File: config.mk
export PLATFORM = sky130hd
export DESIGN_NAME = acs_sequencer
export DESIGN_NICKNAME = d
export VERILOG_FILES = /design/src/core/acs_sync2.v /design/src/core/acs_tick_gen.v /design/src/core/acs_sequencer.v
export VERILOG_INCLUDE_DIRS = /design/src /design/src/core
export SDC_FILE = /design/constraint.sdc
export NUM_CORES = 1
export LEC_CHECK = 0
export BUFFER_PORTS_ARGS = -buffer_cell sky130_fd_sc_hd__buf_2
export CORE_ASPECT_RATIO = 1.4
export CORE_UTILIZATION = 35
export CTS_BUF_LIST = sky130_fd_sc_hd__clkbuf_16
export CTS_CLUSTER_SIZE = 20
export DETAILED_ROUTE_END_ITERATION = 8
export MAX_ROUTING_LAYER = met4
export SLEW_MARGIN = 20
export SYNTH_ARGS = -nofsm -noshare
export SYNTH_HDL_FRONTEND = slang
export SYNTH_SLANG_ARGS = --single-unit
export TNS_END_PERCENT = 10
File: constraint.sdc
create_clock -name clk -period 2.92 [get_ports clk]
set_clock_uncertainty 0.05 [all_clocks]
set_input_delay 0.584 -clock clk [delete_from_list [all_inputs] [get_ports clk]]
set_output_delay 0.584 -clock clk [all_outputs]
set_load 0.03 [all_outputs]
File: src/core/acs_regs.vh
/*
 * Register offsets, field positions, reset values and timing counts of the
 * converter sequencer. Assumes an APB slave with 32-bit data, one word each.
 */
`ifndef ACS_REGS_VH
`define ACS_REGS_VH

`define ACS_OFF_CTRL0 12'h000
`define ACS_OFF_CTRL1 12'h004
`define ACS_OFF_CTRL2 12'h008
`define ACS_OFF_RESH 12'h00C
`define ACS_OFF_RESL 12'h010
`define ACS_OFF_FLAG 12'h014
`define ACS_OFF_INTEN 12'h018
`define ACS_OFF_STATUS 12'h01C

`define ACS_CTRL0_ENABLE 0
`define ACS_CTRL0_GO 1
`define ACS_CTRL0_CHS_LO 2
`define ACS_CTRL0_CHS_HI 6
`define ACS_CTRL1_PREF_LO 0
`define ACS_CTRL1_PREF_HI 1
`define ACS_CTRL1_CS_LO 4
`define ACS_CTRL1_CS_HI 6
`define ACS_CTRL1_FMT 7
`define ACS_CTRL2_TRIG_LO 4
`define ACS_CTRL2_TRIG_HI 7

`define ACS_RST_CTRL0 8'h00
`define ACS_RST_CTRL1 8'h00
`define ACS_RST_CTRL2 8'h00

`define ACS_CHS_TEMP 5'h1D
`define ACS_CHS_FVR 5'h1F
`define ACS_CHS_LAST_PIN 5'h0B
`define ACS_PREF_VDD 2'h0
`define ACS_PREF_EXT 2'h2
`define ACS_TRIG_NONE 4'h0
`define ACS_TRIG_T0 4'h3
`define ACS_TRIG_T1 4'h4
`define ACS_TRIG_T2 4'h5
`define ACS_TRIG_LC1 4'h8
`define ACS_TRIG_LC2 4'h9

// A conversion is 11.5 bit periods, counted in half periods.
`define ACS_CONV_HALF_PERIODS 5'h17
`define ACS_RESULT_BITS 10

`endif

File: src/core/acs_sync2.v
/*
 * Two-flop synchroniser for one level from outside the clock domain.
 * Assumes clk and asynchronous active-low resetn.
 */
module acs_sync2 (
  input wire clk,
  input wire resetn,
  input wire d,
  output wire q
);

  reg meta_q;
  reg sync_q;

  always @(posedge clk or negedge resetn) begin
    if (!resetn) begin
      meta_q <= 1'b0;
      sync_q <= 1'b0;
    end else begin
      meta_q <= d;
      sync_q <= meta_q;
    end
  end

  assign q = sync_q;

endmodule // acs_sync2

File: src/core/acs_tick_gen.v
/*
 * Half-bit-period tick generator for the conversion clock. Divides clk by the
 * selected ratio, or passes synchronised edges of the internal RC clock.
 * Assumes rc_sync is already synchronised to clk.
 */
`include "acs_regs.vh"

module acs_tick_gen (
  input wire clk,
  input wire resetn,
  input wire run,
  input wire [2:0] clock_sel,
  input wire rc_sync,
  output reg tick
);

  reg [5:0] div_q;
  reg rc_prev_q;
  reg [5:0] half_div;

  // Code bit 2 picks the intermediate ratio; bits 1:0 step by four.
  // Divider ratio decode.
  always @* begin
    case (clock_sel)
      3'h0: half_div = 6'h00;
      3'h4: half_div = 6'h01;
      3'h1: half_div = 6'h03;
      3'h5: half_div = 6'h07;
      3'h2: half_div = 6'h0F;
      3'h6: half_div = 6'h1F;
      default: half_div = 6'h00;
    endcase
  end

  always @(posedge clk or negedge resetn) begin
    if (!resetn) begin
      div_q <= 6'h00;
      rc_prev_q <= 1'b0;
      tick <= 1'b0;
    end else begin
      rc_prev_q <= rc_sync;
      if (!run) begin
        div_q <= 6'h00;
        tick <= 1'b0;
      end else if (clock_sel[1:0] == 2'b11) begin
        // Each RC edge is half a bit period.
        tick <= rc_sync ^ rc_prev_q;
      end else if (div_q >= half_div) begin
        div_q <= 6'h00;
        tick <= 1'b1;
      end else begin
        div_q <= div_q + 6'h01;
        tick <= 1'b0;
      end
    end
  end

endmodule // acs_tick_gen

File: src/core/acs_sequencer.v
/*
 * Conversion sequencer of a 10-bit successive-approximation converter with
 * an APB register file, auto-trigger, result formatting and Sleep handling.
 * Assumes the analog comparator answers on cmp_in within one half bit period,
 * and that trigger, sleep, RC clock and comparator come from other domains.
 */
// The APB interface to the registers and the placing of the registers were chosen for this implementation.
`include "acs_regs.vh"

module acs_sequencer (
  input wire clk,
  input wire resetn,
  input wire psel,
  input wire penable,
  input wire pwrite,
  input wire [11:0] paddr,
  input wire [31:0] pwdata,
  output reg [31:0] prdata,
  output reg pready,
  output reg pslverr,
  input wire cmp_in,
  input wire rc_clock_in,
  input wire sleep_in,
  input wire timer0_wrap_event,
  input wire timer1_wrap_event,
  input wire timer2_period_event,
  input wire logic_cell1_output,
  input wire logic_cell2_output,
  output reg [4:0] mux_select_q,
  output reg [13:0] mux_onehot_q,
  output reg pos_ref_ext_q,
  output reg [9:0] dac_code_q,
  output reg sample_q,
  output reg analog_power_q,
  output reg conv_done_flag_q,
  output reg wakeup_q
);

  ////////////////////////////////////////////////////////////////////////////
  // Synchronisers for everything arriving from other domains.
  wire [7:0] async_in;
  wire [7:0] sync_in;
  assign async_in = {cmp_in, rc_clock_in, sleep_in, timer0_wrap_event,
    timer1_wrap_event, timer2_period_event, logic_cell1_output, logic_cell2_output};

  genvar gi;
  generate
    for (gi = 0; gi < 8; gi = gi + 1) begin : g_sync
      acs_sync2 u_sync (
        .clk(clk),
        .resetn(resetn),
        .d(async_in[gi]),
        .q(sync_in[gi])
      );
    end
  endgenerate

  // The comparator round trip is three clocks (trial register, two sync flops).
  // The divide-by-2 clock therefore cannot give valid decisions; it keeps its timing only.
  wire cmp_s = sync_in[7];
  wire rc_s = sync_in[6];
  wire sleep_s = sync_in[5];

  ////////////////////////////////////////////////////////////////////////////
  // Registers.
  reg module_enable_q;
  reg go_q;
  reg [4:0] channel_select_q;
  reg result_format_q;
  reg [2:0] conv_clock_select_q;
  reg [1:0] pos_ref_select_q;
  reg [3:0] auto_trigger_select_q;
  reg [7:0] result_high_reg_q;
  reg [7:0] result_low_reg_q;
  reg conv_done_int_enable_q;
  reg busy_q;
  reg [4:0] half_q;
  reg [3:0] bit_q;
  reg [9:0] sar_q;
  reg last_bit_q;
  reg trig_prev_q;
  reg slept_off_q;

  wire apb_wr = psel && penable && pwrite;
  wire apb_rd = psel && penable && !pwrite;
  wire hit_ctrl0 = apb_wr && (paddr == `ACS_OFF_CTRL0);
  wire hit_flag = apb_wr && (paddr == `ACS_OFF_FLAG);
  wire rc_sel = (conv_clock_select_q[1:0] == 2'b11);

  reg trig_sel;
  always @* begin
    case (auto_trigger_select_q)
      `ACS_TRIG_T0: trig_sel = sync_in[4];
      `ACS_TRIG_T1: trig_sel = sync_in[3];
      `ACS_TRIG_T2: trig_sel = sync_in[2];
      `ACS_TRIG_LC1: trig_sel = sync_in[1];
      `ACS_TRIG_LC2: trig_sel = sync_in[0];
      default: trig_sel = 1'b0;
    endcase
  end
  wire trig_rise = trig_sel && !trig_prev_q && module_enable_q;

  wire tick;
  acs_tick_gen u_tick (
    .clk(clk),
    .resetn(resetn),
    .run(busy_q),
    .clock_sel(conv_clock_select_q),
    .rc_sync(rc_s),
    .tick(tick)
  );

  // Start needs the enable already set; a write setting both does not start.
  // Start qualification.
  wire sw_go = hit_ctrl0 && pwdata[`ACS_CTRL0_GO] && module_enable_q && !busy_q;
  wire sw_stop = hit_ctrl0 && !pwdata[`ACS_CTRL0_GO] && busy_q;
  wire start = !busy_q && (sw_go || trig_rise) && !(sleep_s && !rc_sel);
  // Last half period ends the conversion.
  wire finish = busy_q && tick && (half_q == `ACS_CONV_HALF_PERIODS - 5'h01);
  // Divider clock does not survive Sleep.
  wire sleep_abort = busy_q && sleep_s && !rc_sel;
  wire disable_stop = busy_q && hit_ctrl0 && !pwdata[`ACS_CTRL0_ENABLE];

  // Unresolved bits copy the last resolved bit.
  reg [9:0] partial;
  integer k;
  always @* begin
    partial = sar_q;
    for (k = 0; k < 10; k = k + 1) begin
      if (k < 10 - bit_q) begin
        partial[k] = last_bit_q;
      end
    end
  end
  // Every bit is resolved before the last half period, so completion loads sar_q as is.
  wire [9:0] final_val = finish ? sar_q : partial;
  wire load = finish || sw_stop;

  ////////////////////////////////////////////////////////////////////////////
  // All state returns to reset values.
  always @(posedge clk or negedge resetn) begin
    if (!resetn) begin
      module_enable_q <= 1'b0;
      go_q <= 1'b0;
      channel_select_q <= 5'h00;
      result_format_q <= 1'b0;
      conv_clock_select_q <= 3'h0;
      pos_ref_select_q <= 2'h0;
      auto_trigger_select_q <= 4'h0;
      result_high_reg_q <= 8'h00;
      result_low_reg_q <= 8'h00;
      conv_done_int_enable_q <= 1'b0;
      conv_done_flag_q <= 1'b0;
      busy_q <= 1'b0;
      half_q <= 5'h00;
      bit_q <= 4'h0;
      sar_q <= 10'h000;
      last_bit_q <= 1'b0;
      trig_prev_q <= 1'b0;
      slept_off_q <= 1'b0;
      wakeup_q <= 1'b0;
    end else begin
      trig_prev_q <= trig_sel;
      if (apb_wr) begin
        case (paddr)
          `ACS_OFF_CTRL0: begin
            module_enable_q <= pwdata[`ACS_CTRL0_ENABLE];
            channel_select_q <= pwdata[`ACS_CTRL0_CHS_HI:`ACS_CTRL0_CHS_LO];
          end
          `ACS_OFF_CTRL1: begin
            result_format_q <= pwdata[`ACS_CTRL1_FMT];
            conv_clock_select_q <= pwdata[`ACS_CTRL1_CS_HI:`ACS_CTRL1_CS_LO];
            pos_ref_select_q <= pwdata[`ACS_CTRL1_PREF_HI:`ACS_CTRL1_PREF_LO];
          end
          `ACS_OFF_CTRL2: auto_trigger_select_q <= pwdata[`ACS_CTRL2_TRIG_HI:`ACS_CTRL2_TRIG_LO];
          `ACS_OFF_RESH: result_high_reg_q <= pwdata[7:0];
          `ACS_OFF_RESL: result_low_reg_q <= pwdata[7:0];
          `ACS_OFF_INTEN: conv_done_int_enable_q <= pwdata[0];
          default: ;
        endcase
      end
      // Set wins over a software clear.
      if (finish) begin
        conv_done_flag_q <= 1'b1;
      end else if (hit_flag && pwdata[0]) begin
        conv_done_flag_q <= 1'b0;
      end
      if (start) begin
        busy_q <= 1'b1;
        go_q <= 1'b1;
        half_q <= 5'h00;
        bit_q <= 4'h0;
        sar_q <= 10'h200;
        last_bit_q <= 1'b0;
        slept_off_q <= 1'b0;
      end else if (load || sleep_abort || disable_stop) begin
        busy_q <= 1'b0;
        go_q <= 1'b0;
        // Sleep power-down with the enable left set.
        slept_off_q <= sleep_s && !(finish && conv_done_int_enable_q);
      end else if (busy_q && tick) begin
        half_q <= half_q + 5'h01;
        // Odd half periods after the first resolve one bit each.
        if (half_q[0] && half_q != 5'h01 && bit_q < 4'hA) begin
          sar_q[4'h9 - bit_q] <= cmp_s;
          last_bit_q <= cmp_s;
          if (bit_q < 4'h9) begin
            sar_q[4'h8 - bit_q] <= 1'b1;
          end
          bit_q <= bit_q + 4'h1;
        end
      end
      if (!sleep_s) begin
        slept_off_q <= 1'b0;
      end
      if (load) begin
        if (result_format_q) begin
          result_high_reg_q <= {6'h00, final_val[9:8]};
          result_low_reg_q <= final_val[7:0];
        end else begin
          result_high_reg_q <= final_val[9:2];
          result_low_reg_q <= {final_val[1:0], 6'h00};
        end
      end
      // Wake-up on enabled completion in Sleep.
      wakeup_q <= sleep_s && conv_done_int_enable_q && (finish || (wakeup_q && conv_done_flag_q));
    end
  end

  ////////////////////////////////////////////////////////////////////////////
  // Analog-side controls.
  always @(posedge clk or negedge resetn) begin
    if (!resetn) begin
      mux_select_q <= 5'h00;
      mux_onehot_q <= 14'h0000;
      pos_ref_ext_q <= 1'b0;
      dac_code_q <= 10'h000;
      sample_q <= 1'b0;
      analog_power_q <= 1'b0;
    end else begin
      mux_select_q <= channel_select_q;
      if (channel_select_q <= `ACS_CHS_LAST_PIN) begin
        mux_onehot_q <= 14'h0001 << channel_select_q;
      end else if (channel_select_q == `ACS_CHS_TEMP) begin
        mux_onehot_q <= 14'h1000;
      end else if (channel_select_q == `ACS_CHS_FVR) begin
        mux_onehot_q <= 14'h2000;
      end else begin
        mux_onehot_q <= 14'h0000;
      end
      // Reference pin only for code 10.
      pos_ref_ext_q <= (pos_ref_select_q == `ACS_PREF_EXT);
      dac_code_q <= sar_q;
      sample_q <= module_enable_q && !busy_q && !slept_off_q;
      analog_power_q <= module_enable_q && !slept_off_q && !(sleep_s && !rc_sel);
    end
  end

  ////////////////////////////////////////////////////////////////////////////
  // APB read path; zero wait states.
  always @(posedge clk or negedge resetn) begin
    if (!resetn) begin
      prdata <= 32'h00000000;
      pready <= 1'b0;
      pslverr <= 1'b0;
    end else begin
      pready <= psel && !penable;
      pslverr <= 1'b0;
      if (psel && !penable) begin
        case (paddr)
          `ACS_OFF_CTRL0: prdata <= {25'h0, channel_select_q, go_q, module_enable_q};
          `ACS_OFF_CTRL1: prdata <= {24'h0, result_format_q, conv_clock_select_q,
            2'b00, pos_ref_select_q};
          `ACS_OFF_CTRL2: prdata <= {24'h0, auto_trigger_select_q, 4'h0};
          `ACS_OFF_RESH: prdata <= {24'h0, result_high_reg_q};
          `ACS_OFF_RESL: prdata <= {24'h0, result_low_reg_q};
          `ACS_OFF_FLAG: prdata <= {31'h0, conv_done_flag_q};
          `ACS_OFF_INTEN: prdata <= {31'h0, conv_done_int_enable_q};
          `ACS_OFF_STATUS: prdata <= {26'h0, bit_q, slept_off_q, busy_q};
          default: begin
            prdata <= 32'h00000000;
            pslverr <= 1'b1;
          end
        endcase
      end
    end
  end

  wire unused_rd = apb_rd;

endmodule // acs_sequencer

---- Word level (Yosys, flattened, before mapping) ----
Cells that the tools add are included.
storage, ports and cells
  flip-flop bits (word level) ............. 148
  word-level logic and storage cells ...... 226
cells by class
  bitwise gates (word level) .............. 2
  reduce and logical (&&, ||, !) cells .... 66
  add/sub/neg operators ................... 6
  equal/unequal tests ..................... 26
  magnitude comparators ................... 18
  mux-type cells .......................... 61
  shift-type cells ........................ 1
operators with widths
  cell                                                 number
  < comparator 3 x 32 -> 1 bit (first input constant)  4
  < comparator 1 x 32 -> 1 bit (first input constant)  2
  < comparator 2 x 32 -> 1 bit (first input constant)  2
  < comparator 4 x 32 -> 1 bit (first input constant)  2
  two-way mux 8 bit                                    8
  one-hot mux 8 bit (8 select lines)                   1
  two-way mux 10 bit                                   6
  == test 12 x 5 -> 1 bit (second input constant)      4
  two-way mux 14 bit                                   3
  logical AND 1 bit                                    35
  two-way mux 1 bit                                    28
  one-hot mux 5 bit (5 select lines)                   1
  == test 12 x 4 -> 1 bit (second input constant)      2
  two-way mux 6 bit                                    3
  two-way mux 4 bit                                    4
  == test 5 bit (second input constant)                3
  two-way mux 5 bit                                    3
  AND reduction 2 bit                                  7
  nonzero test 2 bit                                   7
  left shift 1 x 5 -> 14 bit (first input constant)    1
  == test 12 x 3 -> 1 bit (second input constant)      1
  logical NOT 12 bit                                   1
  bitwise mux 10 bit                                   1
  < comparator 4 x 5 -> 1 bit (second input constant)  2
  other kinds (27)                                     49

---- Logic depth before layout (Yosys ltp) ----
  word-level depth ........................ 12
  mapped depth ............................ 11
  gate-level depth less buffers ........... 11

---- Cells and area by module ----
Synthesis repeated with hierarchy kept, for this count alone.
second synthesis, totals
  cell total of the unflattened synthesis .. 617
  area total of the unflattened synthesis .. 6394.9 um^2
modules (own cells, without submodules)
  module         cells an instance  area an instance (um^2)  times used
  acs_sequencer  531                5391.4                   1
  acs_tick_gen   70                 603.1                    1
  acs_sync2      2                  50.0                     8

---- Worst setup path before layout ----
No wires, ideal clock.
  kind .................................... reg2reg
  start point ............................. reg bit_q[1]
  end point ............................... reg result_low_reg_q[6]
  setup slack ............................. 511 ps
  setup time .............................. 123 ps
  required time ........................... 2747 ps
  arrival ................................. 2237 ps
  buffers on the path ..................... 1
  cell stages (with the launch flop) ...... 9
  path through ............................ dfrtp_1 > ha_1 > clkbuf_1 > nor2_1 > o211ai_2 > o211a_1 > o21ai_0 > mux2_2 > o221a_2
between the ends
  longest elaborated chain between the ends .. 6
  elaborated cells between the ends (all ways) .. 8
ends and longest elaborated chain
  item                                                                                 line                 text
  from (decl)                                                                          acs_sequencer.v:78   reg [3:0] bit_q;
  from (signal assigned)                                                               acs_sequencer.v:210  bit_q <= bit_q + 4'h1;
  subtractor 4 x 4 -> 5 bit (*)                                                        acs_sequencer.v:130  if (k < 10 - bit_q) begin
  < comparator 1 x 32 -> 1 bit / < comparator 3 x 32 -> 1 bit (equally long branches)  acs_sequencer.v:130
  two-way mux 1 bit                                                                    acs_sequencer.v:130
  two-way mux 10 bit (*)                                                               acs_sequencer.v:136  wire [9:0] final_val = finish ? sar_q : partial;
  two-way mux 8 bit (*)                                                                acs_sequencer.v:217  if (result_format_q) begin
  two-way mux 8 bit (*)                                                                acs_sequencer.v:216  if (load) begin
  to (signal assigned)                                                                 acs_sequencer.v:177  `ACS_OFF_RESL: result_low_reg_q <= pwdata[7:0];
  to (signal assigned)                                                                 acs_sequencer.v:219  result_low_reg_q <= final_val[7:0];
  to (signal assigned)                                                                 acs_sequencer.v:222  result_low_reg_q <= {final_val[1:0], 6'h00};
  to (decl)                                                                            acs_sequencer.v:74   reg [7:0] result_low_reg_q;
Every way passes the cells marked *; elsewhere a longest branch is shown, timed or not.
A chain may end at the register's enable or synchronous reset.

---- Final worst setup path ----
  start point ............................. reg conv_clock_select_q[0]
  end point ............................... reg u_tick.div_q[2]
between the ends
  longest elaborated chain between the ends .. 6
  elaborated cells between the ends (all ways) .. 12
ends and longest elaborated chain
  item                                         line                 text
  from (decl)                                  acs_sequencer.v:70   reg [2:0] conv_clock_select_q;
  from (signal assigned)                       acs_sequencer.v:172  conv_clock_select_q <= pwdata[`ACS_CTRL1_CS_HI:`ACS_CTRL1_CS_LO];
  == test 3 bit, or another cell as far along  acs_tick_gen.v:24    case (clock_sel)
  one-hot mux 5 bit (5 select lines)           acs_tick_gen.v:24
  >= comparator 6 x 5 -> 1 bit                 acs_tick_gen.v:48    end else if (div_q >= half_div) begin
  two-way mux 6 bit                            acs_tick_gen.v:48
  two-way mux 6 bit                            acs_tick_gen.v:45    end else if (clock_sel[1:0] == 2'b11) begin
  two-way mux 6 bit                            acs_tick_gen.v:42    if (!run) begin
  to (signal assigned)                         acs_tick_gen.v:52    div_q <= div_q + 6'h01;
  to (decl)                                    acs_tick_gen.v:17    reg [5:0] div_q;
Several ways; a longest one is shown, not always the timed one. The select of a mux whose other input is x is not followed.

==> reports/qor.yml <==
cp.required_ps: 3230
grt_pass1_vias: 4769
design.die.area_mm2: 0.0191
tightest_slew_ps: 660
final_common_cell: "dfrtp_1"
synth_xor_area_share_pct: 1.35
cp_slowest_stage_delay_ps: 520
rsz0062_at_grt: "false"
synth_cells: 632
synthArstFlopShare_pct: 100
crit_family: "compound AO/OA/AOI/OAI gates"
setup_viol: 0
route.detailed.drc: 0
die_x_um: 117
synth-edff-count: 0
port_buffers: 76
tns_ps: 0
layout.nets: 806
n_fill_cell: 1671
worstPathArrival_ps: 2890
root_buffer: "clkbuf_16"
cp_num_buf_inv: 2
core_area_mm2: 0.0181
fp.dieH_um: 163
place_congestion: 0.879
synthFlopType: "dfrtp_1"
status: "complete, no violations"
fin_crit_sh_pct: 88.5
cts.sinks: 124
finalHoldViolations: 0
power.leakage_uw: 0.00369
clockBufferDepth: 2
max_freq_mhz: 387
io_pins: 125
cts_tree: "yes"
report.final.slew_viol_count: 0
worst_hold_path_type: "in2async"
n_antenna_cell: 0
clock_latency_ps: 430
drtPass1Iterations: 4
postCtsSetupBuffers: 0
endpoint_kind: "flop"
report.power.total_uw: 6510
critPathKind: "reg2reg"
clk_pin_slew_worst_paths_ps: 60
track_usage_pct: 17.8
muxShareOfSynthArea_pct: 9.55
synth_adder_area_share_pct: 4.62
yosysWarnings: 0
grt_max_degree: 50
numCtsBuffers: 17
cts_resized: 0
r2r-start: "conv_clock_select_q[0]$_DFFE_PN0P_"
syn-cell-area_mm2: 0.00650
routedWlPerCell_um: 15.8
cts_max_level: 4
grt_overflow: 0
yosys.cell_types.count: 76
crit_chain: "inv_1 -> ha_1 -> inv_1 -> nand2_1 -> ha_1 -> nand2b_1 -> a21o_1 -> a2111oi_1 -> nor2_1 -> nor3b_1 -> a21o_1"
ys_seq_area_share_pct: 47.8
maxCapViolCount: 0
layout.cells.most_common_list: "124 x dfrtp_1, 75 x buf_2, 71 x nand2_1, 54 x nor2_1, 35 x mux2i_1"
pwr_density_cell_mw_per_mm2: 834
vias: 4880
cp_max_fo: 6
synth_simple_gate_area_share_pct: 17.9
syn_area_per_cell_um2: 10.3
slowest_stage: "a2111oi_1"
grt_pass1_wl_um: 25000
layout-drive-gt1-share_pct: 23.2
fin_util_pct: 43.2
relSlewSlack_pct: 56.0
synth_top_family_by_area: "simple AND/OR/NAND/NOR gates"
startpoint: "conv_clock_select_q[0]$_DFFE_PN0P_"
avgViaCountPerCell: 4.99
drt-initial-drc-count: 405
floorplan.initialDensity_pct: 36.0
cp-start-kind: "flop"
rows: 58
syn2layout_area_growth_pct: 20.1
synth.ff_latch_count: 124
fin_crit_ps: 2590
hold_buffers: 0
antenna_found_initial: 0
antenna_left: 0
synth-compound-area-share_pct: 13.0
worst_ir_drop_vdd_mv: 0.396
wl_um: 15400
dp_hpwl_um: 11400
[Yosys cell counts (2+ instances only)]
master | number | share of area (%)
and3b_1 | 2 | 0.27
nor2_1 | 54 | 3.1
nand4_1 | 5 | 0.48
and2_1 | 3 | 0.29
xnor2_1 | 7 | 0.94
nand2b_1 | 13 | 1.3
mux2_2 | 21 | 3.6
a32oi_1 | 2 | 0.27
buf_1 | 3 | 0.17
a21oi_1 | 14 | 1.1
and3_1 | 3 | 0.29
xor2_1 | 3 | 0.40
a31oi_1 | 10 | 0.96
nor4b_1 | 2 | 0.27
o2bb2ai_1 | 3 | 0.40
o211a_1 | 2 | 0.31
nor3_1 | 13 | 1.0
o22ai_1 | 13 | 1.3
o31ai_1 | 4 | 0.46
a221oi_1 | 2 | 0.27
o21ai_0 | 33 | 2.5
nor3b_1 | 4 | 0.46
a211o_1 | 2 | 0.27
or4_1 | 3 | 0.35
a311oi_1 | 2 | 0.27
a22oi_1 | 2 | 0.23
nand3_1 | 22 | 1.7
a21o_1 | 5 | 0.58
a211oi_1 | 3 | 0.35
clkbuf_1 | 12 | 0.69
ha_1 | 24 | 4.6
nor2b_1 | 14 | 1.3
buf_2 | 8 | 0.62
dfrtp_1 | 124 | 48
or3_1 | 4 | 0.39
nand2_1 | 71 | 4.1
inv_1 | 18 | 1.0
buf_4 | 27 | 3.1
mux2i_1 | 35 | 5.4
a2111oi_4 | 2 | 0.85
a22o_1 | 2 | 0.27
a41o_1 | 2 | 0.31
[registers in the layout, indices dropped and copies added (netlist names), 8 cells and up]
| register | count |
|---|---|
| dac_code_q | 10 |
| g_sync.u_sync.meta_q | 8 |
| g_sync.u_sync.q | 8 |
| mux_onehot_q | 14 |
| prdata | 8 |
| result_high_reg_q | 8 |
| result_low_reg_q | 8 |
| sar_q | 10 |
[final timing paths]
check	end	slack [ps]	depth (start not counted)
max in group asynchronous	pos_ref_select_q[0]$_DFFE_PN0P_	2000	2
worst min-delay path	mux_onehot_q[10]$_DFF_PN0_	150	1
min in group clk	g_sync[7].u_sync.meta_q$_DFF_PN0_	210	1
worst min register to register	g_sync[1].u_sync.q$_DFF_PN0_	290	0
worst max register to register	u_tick.div_q[2]$_DFFE_PN0P_	330	11
worst max-delay path	u_tick.div_q[2]$_DFFE_PN0P_	330	11
[metal layers]
metal  GRT usage, %  routed length, um  vias up
met5              -                  0        -
met1           19.8               6250     2336
met4           8.23                578        0
li1               -                  -     2382
met3           3.60                565       25
met2           30.1               8030      137
[stage by stage]
stage,setup slack [ps],instances,area (um2),hold slack [ps]
finish,335,978,7800,148
global route,134,978,7800,192
CTS,304,978,7800,173
detailed placement,184,946,7190,285
global placement,246,946,7190,282
floorplan,511,655,6580,238
[layout make-up]
cell class | instances | area (um2) | share of cell area, %
inverter | 18 | 67.6 | 0.866
tap | 240 | 300 | 3.85
timing repair buffer | 102 | 616 | 7.89
clock inverter | 15 | 189 | 2.42
sequential | 124 | 3100 | 39.8
multi-input combinational | 462 | 3100 | 39.8
clock buffer | 17 | 425 | 5.45
[worst reg2reg max path, delay by kind of cell, from the launching register on]
| kind | cells | cell delay [ps] |
|---|---|---|
| buffers and inverters | 2 | 190 |
| flip-flops | 1 | 380 |
| AO/OA/AOI/OAI | 3 | 810 |
| adder cells (fa/ha/maj) | 2 | 490 |
| AND/OR/NAND/NOR | 4 | 610 |
[report_power, final]
group          total [uW]  switching (uW)  internal [uW]
clock network        2200             836           1360
registers            2250             282           1970
logic                2060            1250            809
[logic make-up (layout without fill, tap and decap cells)]
logic type	Yosys count	after routing
XOR/XNOR	10	10
AO/OA/AOI/OAI	118	118
flip-flops	124	124
other	1	24
multiplexers	58	58
buffers and inverters	69	152
adder cells (fa/ha/maj)	24	24
AND/OR/NAND/NOR	228	228
(Power assumes the default switching activity.)
